## src/rtl/sodseq_pkg.sv

```systemverilog
// sodseq_pkg: shared constants for the speaker output diagnostic sequencer
// assumes a 100 MHz reference clock; analog comparators live outside this logic
package sodseq_pkg;
  localparam int unsigned CLK_HZ         = 100_000_000;
  localparam int unsigned CHANNELS       = 4;
  // timing figures in their own units
  localparam int unsigned RESTART_MS     = 1;
  localparam int unsigned RECHECK_MS     = 1;
  localparam int unsigned ACQ_MS         = 100;
  localparam int unsigned DIAG_MS        = 100;
  localparam int unsigned CYC_PER_MS     = CLK_HZ / 1000;
  localparam int unsigned RESTART_CYC    = RESTART_MS * CYC_PER_MS;
  localparam int unsigned RECHECK_CYC    = RECHECK_MS * CYC_PER_MS;
  localparam int unsigned ACQ_CYC        = ACQ_MS * CYC_PER_MS;
  localparam int unsigned DIAG_CYC       = DIAG_MS * CYC_PER_MS;
  // least pulse count that proves a tweeter present
  localparam int unsigned AC_MIN_PULSES  = 3;
  // first instruction byte fields
  localparam int unsigned B1_DIAG_EN     = 6;
  localparam int unsigned B1_OFFS_EN     = 5;
  // second instruction byte fields
  localparam int unsigned B2_AC_LOW_TH   = 7;
  localparam int unsigned B2_STBY_OFF    = 4;
  localparam int unsigned B2_LINE_DRV    = 3;
  localparam int unsigned B2_AC_EN       = 2;
  // fault code per channel, in the result word
  localparam int unsigned FC_W           = 4;
  localparam logic [3:0]  FC_SHORT_GND   = 4'h1;
  localparam logic [3:0]  FC_SHORT_VS    = 4'h2;
  localparam logic [3:0]  FC_SHORT_LOAD  = 4'h4;
  localparam logic [3:0]  FC_OPEN_LOAD   = 4'h8;
  localparam int unsigned RES_BYTES      = 4;
  localparam logic [7:0]  RES_RESET      = 8'h00;
endpackage

```

## src/rtl/sodseq_core.sv

```systemverilog
// sodseq_core: turn-on, permanent, offset and AC diagnostic sequencing
// assumes a byte-level serial slave outside decodes writes and reads; comparator
// inputs come from the analog front end and are asynchronous, so are synchronised
`timescale 1ns/1ps

// How it works
// - turn-on pulse runs only at standby exit, when host enabled diagnostics
// - with standby exit and enable together, pulse runs while outputs stay hi-Z
// - turn-on result kept until a new pulse or a diagnostic cycle; a new pulse needs a host read first
// - once biased, go permanent; keep turn-on result until a short appears
// - output status captured at end of pulse top, acquisition about 100 ms
// - restart mode: channels independent, a short shuts only its channel
// - restart mode samples faults every 1 ms, re-enables a clean channel
// - diagnostic mode set by host, self-activates when protection trips
// - after a trip recheck at 1 ms; clean returns, else 100 ms cycle
// - at cycle end faulted channel goes to restart, fault data stored
// - next diagnostic cycle only starts after a host read
// - offset beyond 2 V flagged only if present through whole interval
// - offset interval runs from last read or offset enable to this read
// - offset and AC results suppressed if protection trips in interval
// - AC test enabled by byte two bit 2; bit 7 picks the threshold pair
// - tweeter present only after at least 3 pulses over threshold
// - with several faults at least one reported, others on later reads
// - fault priority: supply short wins, ground short next (open beats a sink-side one), both only with supply and source-side ground
// - open load not detected in permanent diagnostics
// - fault reported only if stable over the whole period before the read
// - every read re-arms cycles and returns the previous cycle's results
// - a read returns four result bytes in sequence
module sodseq_core #(
  parameter int unsigned NCH         = sodseq_pkg::CHANNELS,
  parameter int unsigned RESTART_CYC = sodseq_pkg::RESTART_CYC,
  parameter int unsigned RECHECK_CYC = sodseq_pkg::RECHECK_CYC,
  parameter int unsigned ACQ_CYC     = sodseq_pkg::ACQ_CYC,
  parameter int unsigned DIAG_CYC    = sodseq_pkg::DIAG_CYC
) (
  // clock and reset
  input  wire logic             ref_clk_i,
  input  wire logic             srst_i,
  // instruction bytes from the serial slave
  input  wire logic [7:0]       first_instruction_byte_i,
  input  wire logic [7:0]       second_instruction_byte_i,
  input  wire logic             wr_stb_i,
  // result read from the serial slave
  input  wire logic             rd_start_i,
  input  wire logic [1:0]       rd_idx_i,
  output logic      [7:0]       rd_data_o,
  // analog comparators, asynchronous
  input  wire logic [NCH-1:0]   prot_trip_i,
  input  wire logic [NCH-1:0]   sgnd_so_i,
  input  wire logic [NCH-1:0]   sgnd_test_current_sink_side_i,
  input  wire logic [NCH-1:0]   svs_i,
  input  wire logic [NCH-1:0]   sload_i,
  input  wire logic [NCH-1:0]   open_i,
  input  wire logic [NCH-1:0]   offs_i,
  input  wire logic [NCH-1:0]   ac_pulse_i,
  // power stage control
  output logic                  stby_o,
  output logic                  hiz_o,
  output logic                  test_pulse_o,
  output logic      [NCH-1:0]   ch_en_o,
  output logic                  ac_low_th_o,
  output logic                  line_drv_o,
  output logic                  diag_mode_o,
  output logic                  busy_o
);
  localparam int unsigned CW = 24;
  localparam int unsigned NI = 8;

  typedef enum logic [2:0] {ST_STBY, ST_PULSE, ST_PERM, ST_RECHK, ST_DIAG, ST_HOLD} sodseq_state_e;

  // synchronisers for all comparator inputs, packed together
  logic [NI*NCH-1:0] raw;
  logic [NI*NCH-1:0] s1_q;
  logic [NI*NCH-1:0] s2_q;
  assign raw = {ac_pulse_i, offs_i, open_i, sload_i, svs_i, sgnd_test_current_sink_side_i, sgnd_so_i, prot_trip_i};
  always_ff @(posedge ref_clk_i)
  begin
    if (srst_i)
    begin
      s1_q <= '0;
      s2_q <= '0;
    end
    else
    begin
      s1_q <= raw;
      s2_q <= s1_q;
    end
  end

  logic [NCH-1:0] trip, gso, gsk, vs, sl, op, ofs, acp;
  assign {acp, ofs, op, sl, vs, gsk, gso, trip} = s2_q;

  function automatic logic [3:0] prio_code(input logic so, input logic sink_side, input logic v,
                                           input logic s, input logic o, input logic allow_open);
    logic [3:0] c;
    c = 4'h0;
    if (v && so)
      c = sodseq_pkg::FC_SHORT_VS | sodseq_pkg::FC_SHORT_GND;
    else if (v)
      c = sodseq_pkg::FC_SHORT_VS;
    else if (so)
      c = sodseq_pkg::FC_SHORT_GND;
    else if (sink_side && o && allow_open)
      c = sodseq_pkg::FC_OPEN_LOAD;
    else if (sink_side)
      c = sodseq_pkg::FC_SHORT_GND;
    else if (s)
      c = sodseq_pkg::FC_SHORT_LOAD;
    else if (o && allow_open)
      c = sodseq_pkg::FC_OPEN_LOAD;
    return c;
  endfunction

  sodseq_state_e   st_q, st_d;
  logic [CW-1:0]   cnt_q, cnt_d;
  logic [CW-1:0]   tick_q, tick_d;
  logic            stby_off_q, stby_off_d;
  logic            armed_q, armed_d;
  logic            diag_en_q, diag_en_d;
  logic            offs_en_q, offs_en_d;
  logic            ac_en_q, ac_en_d;
  logic            ac_low_q, ac_low_d;
  logic            ld_q, ld_d;
  logic [NCH-1:0]  chen_q, chen_d;
  logic [NCH-1:0]  trip_seen_q, trip_seen_d;
  logic [NCH-1:0]  offs_keep_q, offs_keep_d;
  logic [NCH-1:0]  ac_bad_q, ac_bad_d;
  logic [1:0]      acn_q [NCH];
  logic [1:0]      acn_d [NCH];
  logic [NCH-1:0]  acp_q;
  logic [15:0]     fault_q, fault_d;
  logic [15:0]     stab_q, stab_d;
  logic [15:0]     shown_q, shown_d;
  logic            cyc_done_q, cyc_done_d;
  logic            held_q, held_d;
  logic            cap_en;
  logic [31:0]     cap_data;
  logic            tick;
  logic [15:0]     now_code;
  logic            allow_open;

  assign tick       = (tick_q == CW'(RESTART_CYC - 1));
  assign allow_open = (st_q == ST_PULSE);

  always_comb
  begin
    for (int c = 0; c < NCH; c++)
    begin
      now_code[c*4 +: 4] = prio_code(gso[c], gsk[c], vs[c], sl[c], op[c], allow_open);
    end
  end

  always_comb
  begin
    st_d        = st_q;
    cnt_d       = cnt_q;
    tick_d      = tick ? '0 : tick_q + 1'b1;
    stby_off_d  = stby_off_q;
    armed_d     = armed_q;
    diag_en_d   = diag_en_q;
    offs_en_d   = offs_en_q;
    ac_en_d     = ac_en_q;
    ac_low_d    = ac_low_q;
    ld_d        = ld_q;
    chen_d      = chen_q;
    trip_seen_d = trip_seen_q | trip;
    offs_keep_d = offs_keep_q & ofs;
    ac_bad_d    = ac_bad_q;
    acn_d       = acn_q;
    fault_d     = fault_q;
    stab_d      = stab_q;
    shown_d     = shown_q;
    cyc_done_d  = cyc_done_q;
    held_d      = held_q;
    cap_en      = 1'b0;
    // count rising current pulses per channel, saturating at the proof count
    for (int c = 0; c < NCH; c++)
    begin
      if (acp[c] && !acp_q[c] && acn_q[c] != 2'(sodseq_pkg::AC_MIN_PULSES))
        acn_d[c] = acn_q[c] + 2'h1;
    end
    // a fault code survives only while it stays unchanged
    for (int c = 0; c < NCH; c++)
    begin
      // frozen from capture to read, so a read always returns the last cycle
      if (!held_q && now_code[c*4 +: 4] != fault_q[c*4 +: 4])
        stab_d[c*4 +: 4] = 4'h0;
    end
    if (wr_stb_i)
    begin
      diag_en_d = first_instruction_byte_i[sodseq_pkg::B1_DIAG_EN];
      ac_low_d  = second_instruction_byte_i[sodseq_pkg::B2_AC_LOW_TH];
      ld_d      = second_instruction_byte_i[sodseq_pkg::B2_LINE_DRV];
      stby_off_d = second_instruction_byte_i[sodseq_pkg::B2_STBY_OFF];
      if (first_instruction_byte_i[sodseq_pkg::B1_OFFS_EN] && !offs_en_q)
      begin
        offs_keep_d = '1;
        // a trip in this very cycle still counts against the new interval
        trip_seen_d = trip;
      end
      offs_en_d = first_instruction_byte_i[sodseq_pkg::B1_OFFS_EN];
      if (second_instruction_byte_i[sodseq_pkg::B2_AC_EN] && !ac_en_q)
      begin
        for (int c = 0; c < NCH; c++)
          acn_d[c] = 2'h0;
      end
      ac_en_d = second_instruction_byte_i[sodseq_pkg::B2_AC_EN];
    end
    for (int c = 0; c < NCH; c++)
      ac_bad_d[c] = ac_en_q && (acn_q[c] != 2'(sodseq_pkg::AC_MIN_PULSES));
    if (rd_start_i)
    begin
      // hand back last capture, then open a fresh interval for every test
      cap_en      = 1'b1;
      armed_d     = 1'b1;
      cyc_done_d  = 1'b0;
      held_d      = 1'b0;
      offs_keep_d = '1;
      trip_seen_d = trip;
      stab_d      = fault_q & shown_q;
      for (int c = 0; c < NCH; c++)
        acn_d[c] = 2'h0;
    end
    case (st_q)
      ST_STBY:
      begin
        chen_d = '0;
        if (stby_off_d)
        begin
          if (diag_en_d && armed_q)
          begin
            st_d  = ST_PULSE;
            cnt_d = '0;
          end
          else
          begin
            st_d   = ST_PERM;
            chen_d = '1;
          end
        end
      end
      ST_PULSE:
      begin
        cnt_d = cnt_q + 1'b1;
        if (cnt_q == CW'(ACQ_CYC - 1))
        begin
          fault_d  = now_code;
          stab_d   = now_code;
          shown_d  = now_code;
          armed_d  = 1'b0;
          held_d   = 1'b1;
          st_d     = ST_PERM;
          chen_d   = '1;
        end
      end
      ST_PERM:
      begin
        for (int c = 0; c < NCH; c++)
        begin
          // restart mode: each channel on its own, retried every tick
          if (trip[c] && !diag_en_q)
            chen_d[c] = 1'b0;
          // a channel left off by a diagnostic cycle retries the same way
          else if (!chen_q[c] && tick && !trip[c])
            chen_d[c] = 1'b1;
        end
        if (diag_en_q && |trip && !cyc_done_q)
        begin
          st_d  = ST_RECHK;
          cnt_d = '0;
        end
        else if (diag_en_q && |trip)
          chen_d = chen_q & ~trip;
      end
      ST_RECHK:
      begin
        cnt_d = cnt_q + 1'b1;
        if (cnt_q == CW'(RECHECK_CYC - 1))
        begin
          cnt_d = '0;
          st_d  = (|trip) ? ST_DIAG : ST_PERM;
        end
      end
      ST_DIAG:
      begin
        cnt_d = cnt_q + 1'b1;
        if (cnt_q == CW'(DIAG_CYC - 1))
        begin
          // latest short replaces the turn-on result
          fault_d    = now_code;
          stab_d     = now_code;
          shown_d    = now_code;
          chen_d     = chen_q & ~trip;
          cyc_done_d = 1'b1;
          held_d     = 1'b1;
          st_d       = ST_PERM;
        end
      end
      default:
        st_d = ST_STBY;
    endcase
    if (!stby_off_d)
    begin
      st_d   = ST_STBY;
      chen_d = '0;
    end
  end

  // pack four bytes: two of fault codes stable over the period, one of offset and AC, one of flags
  always_comb
  begin
    cap_data = '0;
    cap_data[15:0] = stab_q;
    for (int c = 0; c < NCH; c++)
    begin
      // a trip on any channel voids the whole interval, not just its own flags
      cap_data[16 + c] = offs_en_q && offs_keep_q[c] && !(|trip_seen_q);
      cap_data[20 + c] = ac_bad_q[c] && !(|trip_seen_q);
    end
    cap_data[24] = diag_en_q;
    cap_data[25] = cyc_done_q;
    cap_data[26] = (st_q == ST_PERM);
  end

  always_ff @(posedge ref_clk_i)
  begin
    if (srst_i)
    begin
      st_q        <= ST_STBY;
      cnt_q       <= '0;
      tick_q      <= '0;
      stby_off_q  <= 1'b0;
      armed_q     <= 1'b1;
      diag_en_q   <= 1'b0;
      offs_en_q   <= 1'b0;
      ac_en_q     <= 1'b0;
      ac_low_q    <= 1'b0;
      ld_q        <= 1'b0;
      chen_q      <= '0;
      trip_seen_q <= '0;
      offs_keep_q <= '0;
      ac_bad_q    <= '0;
      acp_q       <= '0;
      fault_q     <= '0;
      stab_q      <= '0;
      shown_q     <= '0;
      cyc_done_q  <= 1'b0;
      held_q      <= 1'b0;
      for (int c = 0; c < NCH; c++)
        acn_q[c] <= 2'h0;
    end
    else
    begin
      st_q        <= st_d;
      cnt_q       <= cnt_d;
      tick_q      <= tick_d;
      stby_off_q  <= stby_off_d;
      armed_q     <= armed_d;
      diag_en_q   <= diag_en_d;
      offs_en_q   <= offs_en_d;
      ac_en_q     <= ac_en_d;
      ac_low_q    <= ac_low_d;
      ld_q        <= ld_d;
      chen_q      <= chen_d;
      trip_seen_q <= trip_seen_d;
      offs_keep_q <= offs_keep_d;
      ac_bad_q    <= ac_bad_d;
      acp_q       <= acp;
      fault_q     <= fault_d;
      stab_q      <= stab_d;
      shown_q     <= shown_d;
      cyc_done_q  <= cyc_done_d;
      held_q      <= held_d;
      acn_q       <= acn_d;
    end
  end

  // results only land at a read, so the bytes never mix two cycles
  sodseq_result_mem #(
    .DEPTH (sodseq_pkg::RES_BYTES),
    .AW    (2)
  ) u_res (
    .ref_clk_i (ref_clk_i),
    .srst_i    (srst_i),
    .wr_en_i   (cap_en),
    .wr_data_i (cap_data),
    .rd_addr_i (rd_idx_i),
    .rd_data_o (rd_data_o)
  );

  assign stby_o       = (st_q == ST_STBY) || (st_q == ST_PULSE);
  assign hiz_o        = (st_q == ST_PULSE);
  assign test_pulse_o = (st_q == ST_PULSE);
  assign ch_en_o      = chen_q;
  assign ac_low_th_o  = ac_low_q;
  assign line_drv_o   = ld_q;
  assign diag_mode_o  = diag_en_q;
  assign busy_o       = (st_q == ST_RECHK) || (st_q == ST_DIAG);
endmodule

```

## src/rtl/sodseq_result_mem.sv

```systemverilog
// sodseq_result_mem: four-byte result store, read data registered
// assumes writer and reader share ref_clk_i; all bytes load together
`timescale 1ns/1ps
module sodseq_result_mem #(
  parameter int unsigned DEPTH = 4,
  parameter int unsigned AW    = 2
) (
  // clock and reset
  input  wire logic                ref_clk_i,
  input  wire logic                srst_i,
  // write side
  input  wire logic                wr_en_i,
  input  wire logic [DEPTH*8-1:0]  wr_data_i,
  // read side
  input  wire logic [AW-1:0]       rd_addr_i,
  output logic      [7:0]          rd_data_o
);
  logic [7:0] mem_q [DEPTH];
  logic [7:0] mem_d [DEPTH];
  logic [7:0] rd_q;
  logic [7:0] rd_d;

  always_comb
  begin
    for (int i = 0; i < DEPTH; i++)
    begin
      mem_d[i] = wr_en_i ? wr_data_i[i*8 +: 8] : mem_q[i];
    end
    rd_d = mem_q[rd_addr_i];
  end

  always_ff @(posedge ref_clk_i)
  begin
    if (srst_i)
    begin
      for (int i = 0; i < DEPTH; i++)
      begin
        mem_q[i] <= sodseq_pkg::RES_RESET;
      end
      rd_q <= sodseq_pkg::RES_RESET;
    end
    else
    begin
      mem_q <= mem_d;
      rd_q  <= rd_d;
    end
  end

  assign rd_data_o = rd_q;
endmodule

```

## config.mk

```make
export PLATFORM = sky130hd
export DESIGN_NAME = sodseq_core
export DESIGN_NICKNAME = d
export VERILOG_FILES = /design/src/rtl/sodseq_pkg.sv /design/src/rtl/sodseq_core.sv /design/src/rtl/sodseq_result_mem.sv
export SDC_FILE = /design/constraint.sdc
export NUM_CORES = 1
export LEC_CHECK = 0
export BUFFER_PORTS_ARGS = -buffer_cell sky130_fd_sc_hd__buf_4
export CORE_ASPECT_RATIO = 1.75
export CORE_MARGIN = 3
export CORE_UTILIZATION = 35
export CTS_CLUSTER_DIAMETER = 40
export CTS_CLUSTER_SIZE = 14
export DETAILED_ROUTE_END_ITERATION = 7
export PLACE_DENSITY = 0.55
export SLEW_MARGIN = 0
export SYNTH_ARGS = -nofsm -noshare
export SYNTH_HDL_FRONTEND = slang
export SYNTH_HIERARCHICAL = 1
export SYNTH_SLANG_ARGS = --single-unit
```

## constraint.sdc

```tcl
create_clock -name ref_clk_i -period 2.55 [get_ports ref_clk_i]
set_input_delay 0.3825 -clock ref_clk_i [delete_from_list [all_inputs] [get_ports ref_clk_i]]
set_output_delay 0.3825 -clock ref_clk_i [all_outputs]
set_load 0.005 [all_outputs]
```

=== After elaboration in Yosys (flattened, before gate mapping) ===
Index checks and enable logic that the tools add are counted.

* Bits in registers: 219
* Input bits: 54

* Add/subtract/negate cells: 6
* $lt $le $gt $ge: 1
* Equal/unequal tests: 22
* Muxes and demuxes: 87
* Bitwise gates (word level): 7
* Reduce and logical (&&, ||, !) cells: 94

{| class="wikitable"
|+ Operators with widths
! operator !! count
|-
| 4-bit two-way mux || 43
|-
| 24-bit two-way mux || 4
|-
| 24-bit one-hot mux with 4 select lines || 1
|-
| 1-bit logical AND || 61
|-
| 24-bit by 1-bit adder with 24-bit output (second input constant) || 2
|-
| 24-bit by 17-bit equality test with 1-bit output (second input constant) || 2
|-
| 16-bit two-way mux || 3
|-
| 8-bit two-way mux || 4
|-
| 24-bit equality test (second input constant) || 1
|-
| 1-bit two-way mux || 20
|-
| 1-bit zero test || 18
|-
| 2-bit inequality test (second input constant) || 9
|-
| 16-bit bitwise AND || 1
|-
| 8-bit binary-select mux with 2-bit select || 1
|-
| 4-bit inequality test || 4
|-
| 4-bit one-hot mux with 4 select lines || 1
|-
| 3-bit two-way mux || 4
|-
| 3-bit one-hot mux with 4 select lines || 1
|-
| 2-bit two-way mux || 5
|-
| 2-bit by 1-bit adder with 2-bit output (second input constant) || 4
|-
| 4-bit bitwise AND || 2
|-
| 4-bit nonzero test || 2
|-
| 2-bit OR reduction || 4
|-
| 4-bit OR reduction || 2
|-
| 14 further kinds || 18
|}

=== Depth between registers and ports, before layout ===
Gate-level depths: netlist of run 1.

* Word-level depth: 15
* Depth in mapped cells: 9

=== Hierarchy ===
Netlist of run 1, hierarchy kept.

{| class="wikitable"
|+ By module, submodules not included
! module !! times used !! cells an instance !! area each (um^2) !! sequential area each (um^2)
|-
| sodseq_core || 1 || 880 || 7890.1 || 3683.5
|-
| sodseq_result_mem || 1 || 142 || 1562.7 || 800.8
|}

=== Worst setup path after synthesis of run 1 ===
Ideal clock, no wire load.

* Path kind: register -> register
* Start point: register cnt_q[0]
* End point: register shown_q[14]
* Setup time: 0.070 ns
* Data arrival time: 1.886 ns
* Data required time: 2.480 ns
* Path slack: 0.593 ns
* Cell stages (with the launch flop): 8
* Buffers on the path: 1
* Cells stage by stage: dfxtp_1 -> ha_1 -> and4_1 -> and4_1 -> buf_6 -> nand3_2 -> or4_1 -> a21oi_1

* Word-level cells in the longest chain between the ends: 2

{| class="wikitable"
|+ RTL lines
! item !! RTL line !! text
|-
| start, declared || sodseq_core.sv:115 || <nowiki>logic [CW-1:0] cnt_q, cnt_d;</nowiki>
|-
| start signal, assigned || sodseq_core.sv:355 || <nowiki>cnt_q <= cnt_d;</nowiki>
|-
| 24-bit equality test || sodseq_core.sv:245, sodseq_core.sv:287 ||
|-
| 2-bit AND reduction (no source line) || -- ||
|-
| end signal, assigned || sodseq_core.sv:371 || <nowiki>shown_q <= shown_d;</nowiki>
|-
| end, declared || sodseq_core.sv:133 || <nowiki>logic [15:0] shown_q, shown_d;</nowiki>
|}

Every way passes these cells.
A chain may end at the register's enable or synchronous reset.

=== Worst setup path after layout of run 1 ===
* Start point: register st_q[2]
* End point: output port busy_o

* Word-level cells in the longest chain between the ends: 2

{| class="wikitable"
|+ RTL lines
! item !! RTL line !! text
|-
| start, declared || sodseq_core.sv:114 || <nowiki>sodseq_state_e st_q, st_d;</nowiki>
|-
| start signal, assigned || sodseq_core.sv:354 || <nowiki>st_q <= st_d;</nowiki>
|-
| 3-bit by 2-bit equality test with 1-bit output / 3-bit equality test (equally long branches) || sodseq_core.sv:398 || <nowiki>assign busy_o = (st_q == ST_RECHK) || (st_q == ST_DIAG);</nowiki>
|-
| 1-bit logical OR * || sodseq_core.sv:398 ||
|-
| end, declared || sodseq_core.sv:64 || <nowiki>output logic busy_o</nowiki>
|}

Mark *: on every way between the ends. The rest lies on a longest branch, timed or not.

==> results of run 1 <==
## kinds of logic after synthesis
group | Yosys count | synth area share (%)
adder cells (fa/ha/maj) | 6 | 0.794
other | 1 | 0.0397
AO/OA/AOI/OAI | 174 | 12.2
buffers and inverters | 89 | 4.67
multiplexers | 69 | 7.41
AND/OR/NAND/NOR | 422 | 24.0
flip-flops | 224 | 47.4
XOR/XNOR | 37 | 3.43
## layer usage
metal	track usage, %	up-vias	wire length [um]
li1	-	3700	-
met1	16.7	3378	8500
met2	28.4	113	12000
met3	1.94	48	678
met4	5.87	0	665
met5	0	-	0
## metrics by stage
stage | power, uW | util (%) | instances | cell area [um2]
after CTS | 8290 | 42.3 | 1437 | 11200
final | 8160 | 42.3 | 1437 | 11200
after global routing | 8470 | 42.3 | 1437 | 11200
after floorplan | 3990 | - | 1026 | 9470
after global placement | 4140 | 38.6 | 1388 | 10300
after detailed placement | 4140 | 38.6 | 1388 | 10300
## registers in the layout, indices dropped and copies added (netlist names), 3 cells and up
register / cells
s1_q: 32
s2_q: 32
u_res/mem_q: 32
cnt_q: 24
tick_q: 24
shown_q: 16
stab_q: 16
acn_q: 8
u_res/rd_data_o: 8
ac_bad_q: 4
acp_q: 4
ch_en_o: 4
offs_keep_q: 4
trip_seen_q: 4
st_q: 3
## how the worst max path moves through the flow
stage	to	slack [ns]	depth (start not counted)
after global routing	busy_o	0.1	4
after floorplan	shown_q[14]	0.59	7
final	busy_o	0.18	4
after CTS	hiz_o	0.03	3
after global placement	cnt_q[0]	0.20	6
after detailed placement	cnt_q[1]	0.15	6
## critical path: stages (launching register included)
cell     delay (ns)
dfxtp_2        0.48
buf_4          0.20
or3b_2         0.52
nand2_1        0.13
buf_4          0.12
## area by class of cell
| cell class | count | area (um2) |
|---|---|---|
| Clock buffer | 32 | 714 |
| Multi-Input combinational cell | 713 | 4550 |
| Sequential cell | 224 | 4490 |
| Inverter | 33 | 124 |
| Fill cell | 2629 | 15300 |
| Tap cell | 324 | 405 |
| Clock inverter | 17 | 256 |
| Timing Repair Buffer | 94 | 706 |
## where the power goes
part           total, uW  switching, uW  internal [uW]
combinational        423            232            191
sequential          3640           52.0           3590
clock               4100           1550           2540
total               8160           1840           6320
## cells in the final DEF (no fill, tap or decap), types with 8 or more instances in the layout
cell and instances:
xnor2_1 25, inv_1 31, xor2_1 12, nor4_2 8, or3_1 18, o22ai_1 13, and4_1 10, clkbuf_16 27
nand4_1 13, and2_1 8, mux2i_1 61, buf_4 94, nor4_1 9, o21ai_0 22, nand3_1 16, nor3_1 14
o21ai_1 17, and3_1 11, nor2_1 102, o211ai_1 9, dfxtp_1 222, a21oi_1 50, nand2_1 100, nor2b_1 73
==> impl_results.md, run 1 <==
- Synth warn: 6
- Power Density: ~730 mW/mm2
- FF-to-FF setup slack: 0.32 ns
- DIE HEIGHT: between 200 and 250 um
- Register area share after synthesis: between 40% and 50%
- Dpl hpwl: 15700 um
- Hold Path Depth: 2
- Tot GR Track Use: between 10% and 20%
- Unrepaired setup endpoints after global routing: false
- Die area: between 0.02 and 0.03 mm2
- Total grt overflow: 0
- Hold Crit Endpoint: s1_q[3]
- Final Hold Vio Count: 0
- Hold_sp: prot_trip_i[3]
- Run status: completed
- Net count, final: 1153
- Largest net degree at the start of global routing: between 50 and 60
- Vias in the first global route: approximately 7000
- Cells after Synth: 1022
- Clock transition at the registers of the reported paths: roughly 0.06 ns
- First DRT Iteration DRCs: ~420
- Syn-to-layout area delta: 19.0%
- Die Wd: 130 um
- Setup crit start: st_q[2]
- Max frequency: between 0.4 and 0.5 GHz
- Maxcap violations: 0
- Cell Rows: 79
- Most frequent cell after synthesis: dfxtp_1
- FF-to-FF End: stab_q[10]
- Number of synthesized flops with an enable pin: 0
- # diodes: 0
- Total core area: 0.0266 mm2
- Final clock skew: roughly 0.018 ns
- Post-CTS setup buffer count: 0
- Synth area leader: dfxtp_1
- Worst Path Arrival: between 1.5 and 2 ns
- Pleak: between 0.004 and 0.005 uW
- Startpoint Class: flop
- GPL Wtd Cong: 0.835
- Req. time, crit path: between 2 and 2.5 ns
- TritonCTS clock tree: done
- Reg-to-Reg Start: cnt_q[0]
- Worst hold margin: approximately 0.053 ns
- Setup TNS: 0 ns
- Fin crit period: 2.37 ns
- Via count: slightly above 7000
- Synth Flop Type: dfxtp_1
- Post-route antenna net violation count: 0
- Slew margin rel.: between 50% and 60%
- Worst hold path class: in -> reg
- I/O Buffers: between 60 and 70
- Final setup vio count: 0
- Worst Path Max Fanout: 12
- Clock Latency Late Sink: 0.54 ns
- Slew Viols, Final: 0
- Share of cells above drive strength 1: 16.0%
- Ports: 73
- Maximum root-to-sink buffer count: 3
- Maximum VDD drop: approximately 0.5 mV
- Via-per-instance ratio: approximately 5.0
- Setup WS post-layout: 0.178 ns
- Syn avg cell area: ~9 um2
- Initial antenna violation count: 0
- Worst-Margin Slew: about 0.73 ns
- Dominant cells by area after synthesis: dfxtp_1 47%, mux2i_1 6.5%, nor2b_1 4.8%, nor2_1 4.1%, nand2_1 4.0%
- Hold buffer count at cts: 0
- Critical path class: reg -> out
- Initial Utilization: between 30% and 40%
- Tcrit/Tclk final: roughly 93%
- Cell Area, Synth: about 0.0095 mm2
- Yosys cell types: 76
- CTS sink cnt: 224
- Setup WS pre-CTS: 0.152 ns
- Root Buffer: clkbuf_16
- CP endpoint kind: output port
- Post-Route WL: about 22000 um
- # H-tree levels: 1
- CTS resizes: 1
- Seq cells post-synth: 224
- WL/cell: between 15 and 20 um
- First-pass GRT wire length: about 36000 um
- FFs w/ async S/R, synth: 0%
- Inserted Clock Buffers: 27
- Remaining DRCs: 0
- DR pass1 iterations: 5
- R2R depth: 7
- Post-synth top area share: a little under half
- Most frequent cells after synthesis: 224 x dfxtp_1, 102 x nor2_1, 100 x nand2_1
Note: power is estimated with default switching activity, not from simulation.
==> run 2, diff against run 1 <==
--- a/config.mk
+++ b/config.mk
@@ -8,11 +8,11 @@
 export BUFFER_PORTS_ARGS = -buffer_cell sky130_fd_sc_hd__buf_4
 export CORE_ASPECT_RATIO = 1.75
 export CORE_MARGIN = 3
-export CORE_UTILIZATION = 35
+export CORE_UTILIZATION = 50
 export CTS_CLUSTER_DIAMETER = 40
 export CTS_CLUSTER_SIZE = 14
 export DETAILED_ROUTE_END_ITERATION = 7
-export PLACE_DENSITY = 0.55
+export PLACE_DENSITY = 0.72
 export SLEW_MARGIN = 0
 export SYNTH_ARGS = -nofsm -noshare
 export SYNTH_HDL_FRONTEND = slang
==> run 2 against run 1 <==
Critical path depth shrank 1. Clock skew shrank 0.0047 ns. Clock power shrank 23%. Combinational power shrank 2%. Total power shrank 12%. Largest power group is now registers. Worst setup slack gained 0.080 ns. Sequential power is essentially flat. Clock-buffer cell count shrank 6. Sequential cell count is the same.
==> impl_results.md, run 2 (synthesis results as in run 1) <==
- Die Wd: 110 um (was 130 um)
- Total core area: 0.0183 mm2 (was 0.0266 mm2)
- CTS sink cnt: 224 (unchanged)
- Power Density: 665 mW/mm2 (was 725 mW/mm2)
- Via-per-instance ratio: 5.46 (was 5.04)
- I/O Buffers: 62 (unchanged)
- Tcrit/Tclk final: 89.9% (was 93.0%)
- Clock transition at the registers of the reported paths: 0.06 ns (about the same)
- Clock Latency Late Sink: 0.50 ns (was 0.54 ns)
- DIE HEIGHT: 188 um (was 223 um)
- Most frequent cells in the layout: 224 x dfxtp_1, 102 x nor2_1, 100 x nand2_1 (was 222 x dfxtp_1, 102 x nor2_1, 100 x nand2_1)
- Switching share of power: 22.0% (was 22.5%)
- Top delay family on crit path: simple AND/OR/NAND/NOR gates (unchanged)
- Run status: completed (unchanged)
- Critical path class: reg -> out (unchanged)
- Total grt overflow: 0 (unchanged)
- Worst hold margin: 0.0882 ns (was 0.0528 ns)
- Post-route antenna net violation count: 0 (unchanged)
- GPL Wtd Cong: 0.947 (was 0.835)
- Largest net degree at the start of global routing: 57 (was 53)
- First DRT Iteration DRCs: 315 (was 418)
- Via count: 7239 (unchanged)
- Most common cell after layout, fill and taps aside: dfxtp_1 (unchanged)
- Final clock skew: 0.0129 ns (was 0.0176 ns)
- Die area: 0.0207 mm2 (was 0.0291 mm2)
- Cell Rows: 65 (was 79)
- Switching power: 1580 uW (was 1840 uW)
- Maximum root-to-sink buffer count: 3 (unchanged)
- Clock share of power: 43.7% (was 50.2%)
- Root Buffer: clkbuf_16 (unchanged)
- Slew Viols, Final: 0 (unchanged)
- # H-tree levels: 1 (unchanged)
- Tot Pwr: 7190 uW (was 8160 uW)
- Post-CTS setup buffer count: 0 (unchanged)
- Syn-to-layout area delta: 14.4% (was 19.0%)
- # diodes: 0 (unchanged)
- Startpoint Class: flop (unchanged)
- Worst-path cell chain: or3b_1 -> inv_2 -> buf_4 (was buf_4 -> or3b_2 -> nand2_1 -> buf_4)
- Max frequency: 0.436 GHz (was 0.422 GHz)
- CP endpoint kind: output port (unchanged)
- Initial Utilization: 51.7% (was 35.6%)
- First-pass GRT wire length: 33900 um (was 35800 um)
- Vias in the first global route: 7103 (was 7183)
- Final setup vio count: 0 (unchanged)
- Fin crit period: 2.29 ns (was 2.37 ns)
- Maxcap violations: 0 (unchanged)
- Share of power burned in registers: 50.6% (was 44.6%)
- Final Hold Vio Count: 0 (unchanged)
- Maximum VDD drop: 0.555 mV (was 0.498 mV)
- Slew margin rel.: 51.0% (was 51.2%)
- Worst Path Arrival: 1.91 ns (was 1.99 ns)
- Worst hold path class: in -> reg (unchanged)
- Setup WS post-layout: 0.258 ns (was 0.178 ns)
- DR pass1 iterations: 5 (unchanged)
- Setup WS pre-CTS: 0.138 ns (was 0.152 ns)
- Crit-path max cell delay: 0.61 ns (was 0.52 ns)
- CP bufs+invs: 2 (unchanged)
- Tot GR Track Use: 20.0% (was 15.1%)
- Slowest-stage cell, CP: or3b_1 (was or3b_2)
- Logic pwr share: 5.8% (was 5.2%)
- Unrepaired setup endpoints after global routing: false (unchanged)
- Remaining DRCs: 0 (unchanged)
- Ports: 73 (unchanged)
- Worst Path Max Fanout: 12 (unchanged)
- Net count, final: 1143 (was 1153)
- Top Registers: s1_q x32, s2_q x32, u_res/mem_q x32 (unchanged)
- Pleak: 0.00402 uW (was 0.00419 uW)
- Initial antenna violation count: 0 (unchanged)
- Power Internal: 5610 uW (was 6320 uW)
- Inserted Clock Buffers: 22 (was 27)
- Share of cells above drive strength 1: 14.3% (was 16.0%)
- Worst-Margin Slew: 0.731 ns (was 0.729 ns)
- WL/cell: 15.3 um (was 15.2 um)
- Setup TNS: 0 ns (unchanged)
- Post-Route WL: 20300 um (was 21900 um)
- Req. time, crit path: 2.17 ns (about the same)
- TritonCTS clock tree: done (unchanged)
- Dpl hpwl: 14300 um (was 15700 um)
==> run 2: repair_timing <==
item | 4_1_cts | 5_1_grt
resized for setup | 0 | 1
endpoints found under the setup margin | 0 | 1
hold buffers | 0 | 0
==> run 2: area by class of cell <==
class / instances / area [um2]
Sequential cell: 224 / 4480
Fill cell: 1638 / 7480
Multi-Input combinational cell: 713 / 4550
Inverter: 33 / 124
Clock inverter: 8 / 105
Tap cell: 234 / 293
Timing Repair Buffer: 89 / 668
Clock buffer: 26 / 587
==> run 2: stage by stage <==
step,cell area (um2),util [%],std cells
after floorplan,9470,-,1026
after CTS,10800,59.1,1327
after global routing,10800,59.1,1327
final,10800,59.1,1327
after detailed placement,10100,55.3,1293
after global placement,10100,55.3,1293
==> run 2: routing by layer <==
metal	vias up	part of all wire, %	GRT usage (%)
met5	-	0	0
met1	3391	39	22.7
met2	129	54	36.8
met3	44	3.7	2.41
li1	3675	-	-
met4	0	3.3	7.87
==> run 2: power by group through the flow <==
stage               Combinational [uW]  Clock, uW  Sequential (uW)
global placement                   409          0             3710
detailed placement                 413          0             3710
floorplan                          300          0             3690
finish                             414       3140             3640
CTS                                416       3220             3640
global route                       460       3350             3650
==> run 2: final timing paths <==
| path | depth (start not counted) | start | slack (ns) | end |
|---|---|---|---|---|
| setup reg to reg | 6 | cnt_q[0] | 0.34 | shown_q[14] |
| hold reg to reg | 1 | s1_q[17] | 0.43 | s2_q[17] |
| hold / removal | 2 | offs_i[1] | 0.09 | s1_q[25] |
| setup / recovery | 3 | st_q[1] | 0.26 | hiz_o |
==> run 2: worst register-to-register path, stage by stage (launching register included) <==
cell and delay [ns]:
dfxtp_1 0.38, ha_1 0.23, and4_1 0.29, and4_1 0.35, nand3_2 0.23, or4_1 0.52, a21oi_1 0.15
==> run 3, diff against run 2 <==
--- a/config.mk
+++ b/config.mk
@@ -8,11 +8,11 @@
 export BUFFER_PORTS_ARGS = -buffer_cell sky130_fd_sc_hd__buf_4
 export CORE_ASPECT_RATIO = 1.75
 export CORE_MARGIN = 3
-export CORE_UTILIZATION = 50
+export CORE_UTILIZATION = 30
 export CTS_CLUSTER_DIAMETER = 40
 export CTS_CLUSTER_SIZE = 14
 export DETAILED_ROUTE_END_ITERATION = 7
-export PLACE_DENSITY = 0.72
+export PLACE_DENSITY = 0.5
 export SLEW_MARGIN = 0
 export SYNTH_ARGS = -nofsm -noshare
 export SYNTH_HDL_FRONTEND = slang
==> run 3 against run 2 <==
Combinational power is 2% higher. Final cell count increased by 13%. Clock skew up 0.0062 ns. Highest routed layer unchanged. Critical endpoint is now busy_o. Core utilization shrank 23 points. Die area up 63%. Worst setup slack got worse by 0.11 ns. Critical path depth up 1. Clock power rose by 22%. Sequential cell count stayed put. First-iteration DRC count shrank 15%. Worst hold slack worse by 0.037 ns.
==> impl_results.md, run 3 (synthesis results as in run 1) <==
- Slew Viols, Final: 0 (unchanged)
- Syn-to-layout area delta: 18.6% (was 14.4%)
- Final Hold Vio Count: 0 (unchanged)
- Worst Path Arrival: 2.02 ns (was 1.91 ns)
- Worst hold path class: in -> reg (unchanged)
- Filler instances: 3137 (was 1638)
- Post-Route WL: 22700 um (was 20300 um)
- Post-route antenna net violation count: 0 (unchanged)
- Die area: 0.0338 mm2 (was 0.0207 mm2)
- R2R depth: 6 (unchanged)
- Max frequency: 0.416 GHz (was 0.436 GHz)
- WL/cell: 15.2 um (was 15.3 um)
- Maximum root-to-sink buffer count: 3 (unchanged)
- Cell Rows: 85 (was 65)
- Unrepaired setup endpoints after global routing: false (unchanged)
- Inserted Clock Buffers: 26 (was 22)
- Total grt overflow: 0 (unchanged)
- Pleak: 0.00412 uW (was 0.00402 uW)
- Clock transition at the registers of the reported paths: 0.06 ns (about the same)
- Fin crit period: 2.40 ns (was 2.29 ns)
- Initial antenna violation count: 0 (unchanged)
- Ports: 73 (unchanged)
- # H-tree levels: 1 (unchanged)
- Placed cell area: 0.0103 mm2 (was 0.0101 mm2)
- Top Registers: s1_q x32, s2_q x32, u_res/mem_q x32 (unchanged)
- Tot GR Track Use: 13.3% (was 20.0%)
- FF-to-FF setup slack: 0.30 ns (was 0.34 ns)
- Hold Crit Endpoint: s1_q[25] (unchanged)
- Vias in the first global route: 7217 (was 7103)
- Hold_sp: offs_i[1] (unchanged)
- Placed Cells: 1449 (was 1293)
- Worst-Margin Slew: 0.700 ns (was 0.731 ns)
- Hold Path Depth: 2 (unchanged)
- Most common cell after layout, fill and taps aside: dfxtp_1 (unchanged)
- Non-Filler Instances: 1497 (was 1327)
- Share of cells above drive strength 1: 15.6% (was 14.3%)
- Dpl hpwl: 16400 um (was 14300 um)
- Slew margin rel.: 53.1% (was 51.0%)
- # diodes: 0 (unchanged)
- Remaining DRCs: 0 (unchanged)
- Clock Latency Late Sink: 0.54 ns (was 0.50 ns)
- Via-per-instance ratio: 4.82 (was 5.46)
- Via count: 7223 (was 7239)
- Multi-input logic area: 0.00455 mm2 (about the same)
- Total core area: 0.0309 mm2 (was 0.0183 mm2)
- GPL Wtd Cong: 0.820 (was 0.947)
- Run status: completed (unchanged)
- Most frequent cells in the layout: 224 x dfxtp_1, 102 x nor2_1, 100 x nand2_1 (unchanged)
- Critical path class: reg -> out (unchanged)
- DIE HEIGHT: 241 um (was 188 um)
- TritonCTS clock tree: done (unchanged)
- CTS sink cnt: 224 (unchanged)
- Maximum VDD drop: 0.443 mV (was 0.555 mV)
- Largest net degree at the start of global routing: 52 (was 57)
- Post-CTS setup buffer count: 0 (unchanged)
- Hold buffer count at cts: 0 (unchanged)
- First DRT Iteration DRCs: 268 (was 315)
- DR pass1 iterations: 4 (was 5)
- Worst Path Max Fanout: 11 (was 12)
- CTS resizes: 0 (unchanged)
- Final clock skew: 0.0191 ns (was 0.0129 ns)
- FF-to-FF End: cnt_q[1] (was shown_q[14])
- Tot Pwr: 7880 uW (was 7190 uW)
- Maxcap violations: 0 (unchanged)
- Req. time, crit path: 2.17 ns (about the same)
- Sequential Area: 0.00448 mm2 (unchanged)
- Utilization after layout: 36.2% (was 59.1%)
- Initial Utilization: 30.5% (was 51.7%)
- Design area: 0.0112 mm2 (was 0.0108 mm2)
- Reg-to-Reg Start: s2_q[0] (was cnt_q[0])
- Setup TNS: 0 ns (unchanged)
- Final setup vio count: 0 (unchanged)
- Root Buffer: clkbuf_16 (unchanged)
- CP endpoint kind: output port (unchanged)
- Die Wd: 140 um (was 110 um)
- Startpoint Class: flop (unchanged)
- I/O Buffers: 62 (unchanged)
- Power Density: 703 mW/mm2 (was 665 mW/mm2)
- Tcrit/Tclk final: 94.2% (was 89.9%)
- Net count, final: 1146 (was 1143)
- First-pass GRT wire length: 36900 um (was 33900 um)
==> run 3: changes by cell type in the layout (fill, tap and decap cells not counted), sizes merged <==
cell      previous run  this run
clkbuf              26        31
inv                 34        38
clkinv               2         5
clkinvlp             3         5
buf                 89        88
==> run 3: worst max path at each step <==
stage | startpoint | endpoint | slack (ns) | cells after the start
final | st_q[2] | busy_o | 0.15 | 4
after global routing | st_q[2] | busy_o | 0.02 | 4
after CTS | st_q[2] | busy_o | 0.08 | 4
after detailed placement | s2_q[0] | cnt_q[1] | 0.31 | 6
after global placement | s2_q[0] | cnt_q[1] | 0.32 | 6
after floorplan | cnt_q[0] | shown_q[14] | 0.59 | 7
==> run 3: metal layers <==
| metal | track usage [%] | vias up | wire (um) |
|---|---|---|---|
| met2 | 25.6 | 106 | 12200 |
| met3 | 1.74 | 47 | 692 |
| met5 | 0 | - | 0 |
| met1 | 14.4 | 3378 | 8990 |
| met4 | 5.67 | 0 | 830 |
| li1 | - | 3692 | - |
==> run 3: final cells by class <==
type | count | area share, %
timing repair buffer | 88 | 5.89
clock inverter | 17 | 1.66
clock buffer | 31 | 6.42
multi-input combinational | 713 | 40.6
sequential | 224 | 40.0
tap | 391 | 4.36
inverter | 33 | 1.10
==> run 3: power by group <==
group | switching [uW] | total, uW | internal [uW]
Combinational | 235 | 424 | 188
Sequential | 51.3 | 3640 | 3580
Clock | 1560 | 3820 | 2260
==> run 3: stage by stage <==
stage,setup WS (ns),hold slack (ns)
2_1_floorplan,0.593,0.414
4_1_cts,0.0805,0.0195
6_report,0.148,0.0515
3_3_place_gp,0.325,0.419
5_1_grt,0.0189,0.0396
3_5_place_dp,0.307,0.422
==> run 3: critical path, cell delays in order (launching register included) <==
cell and delay (ns):
dfxtp_1 0.47, buf_4 0.23, or3b_2 0.53, nand2_1 0.13, buf_4 0.12
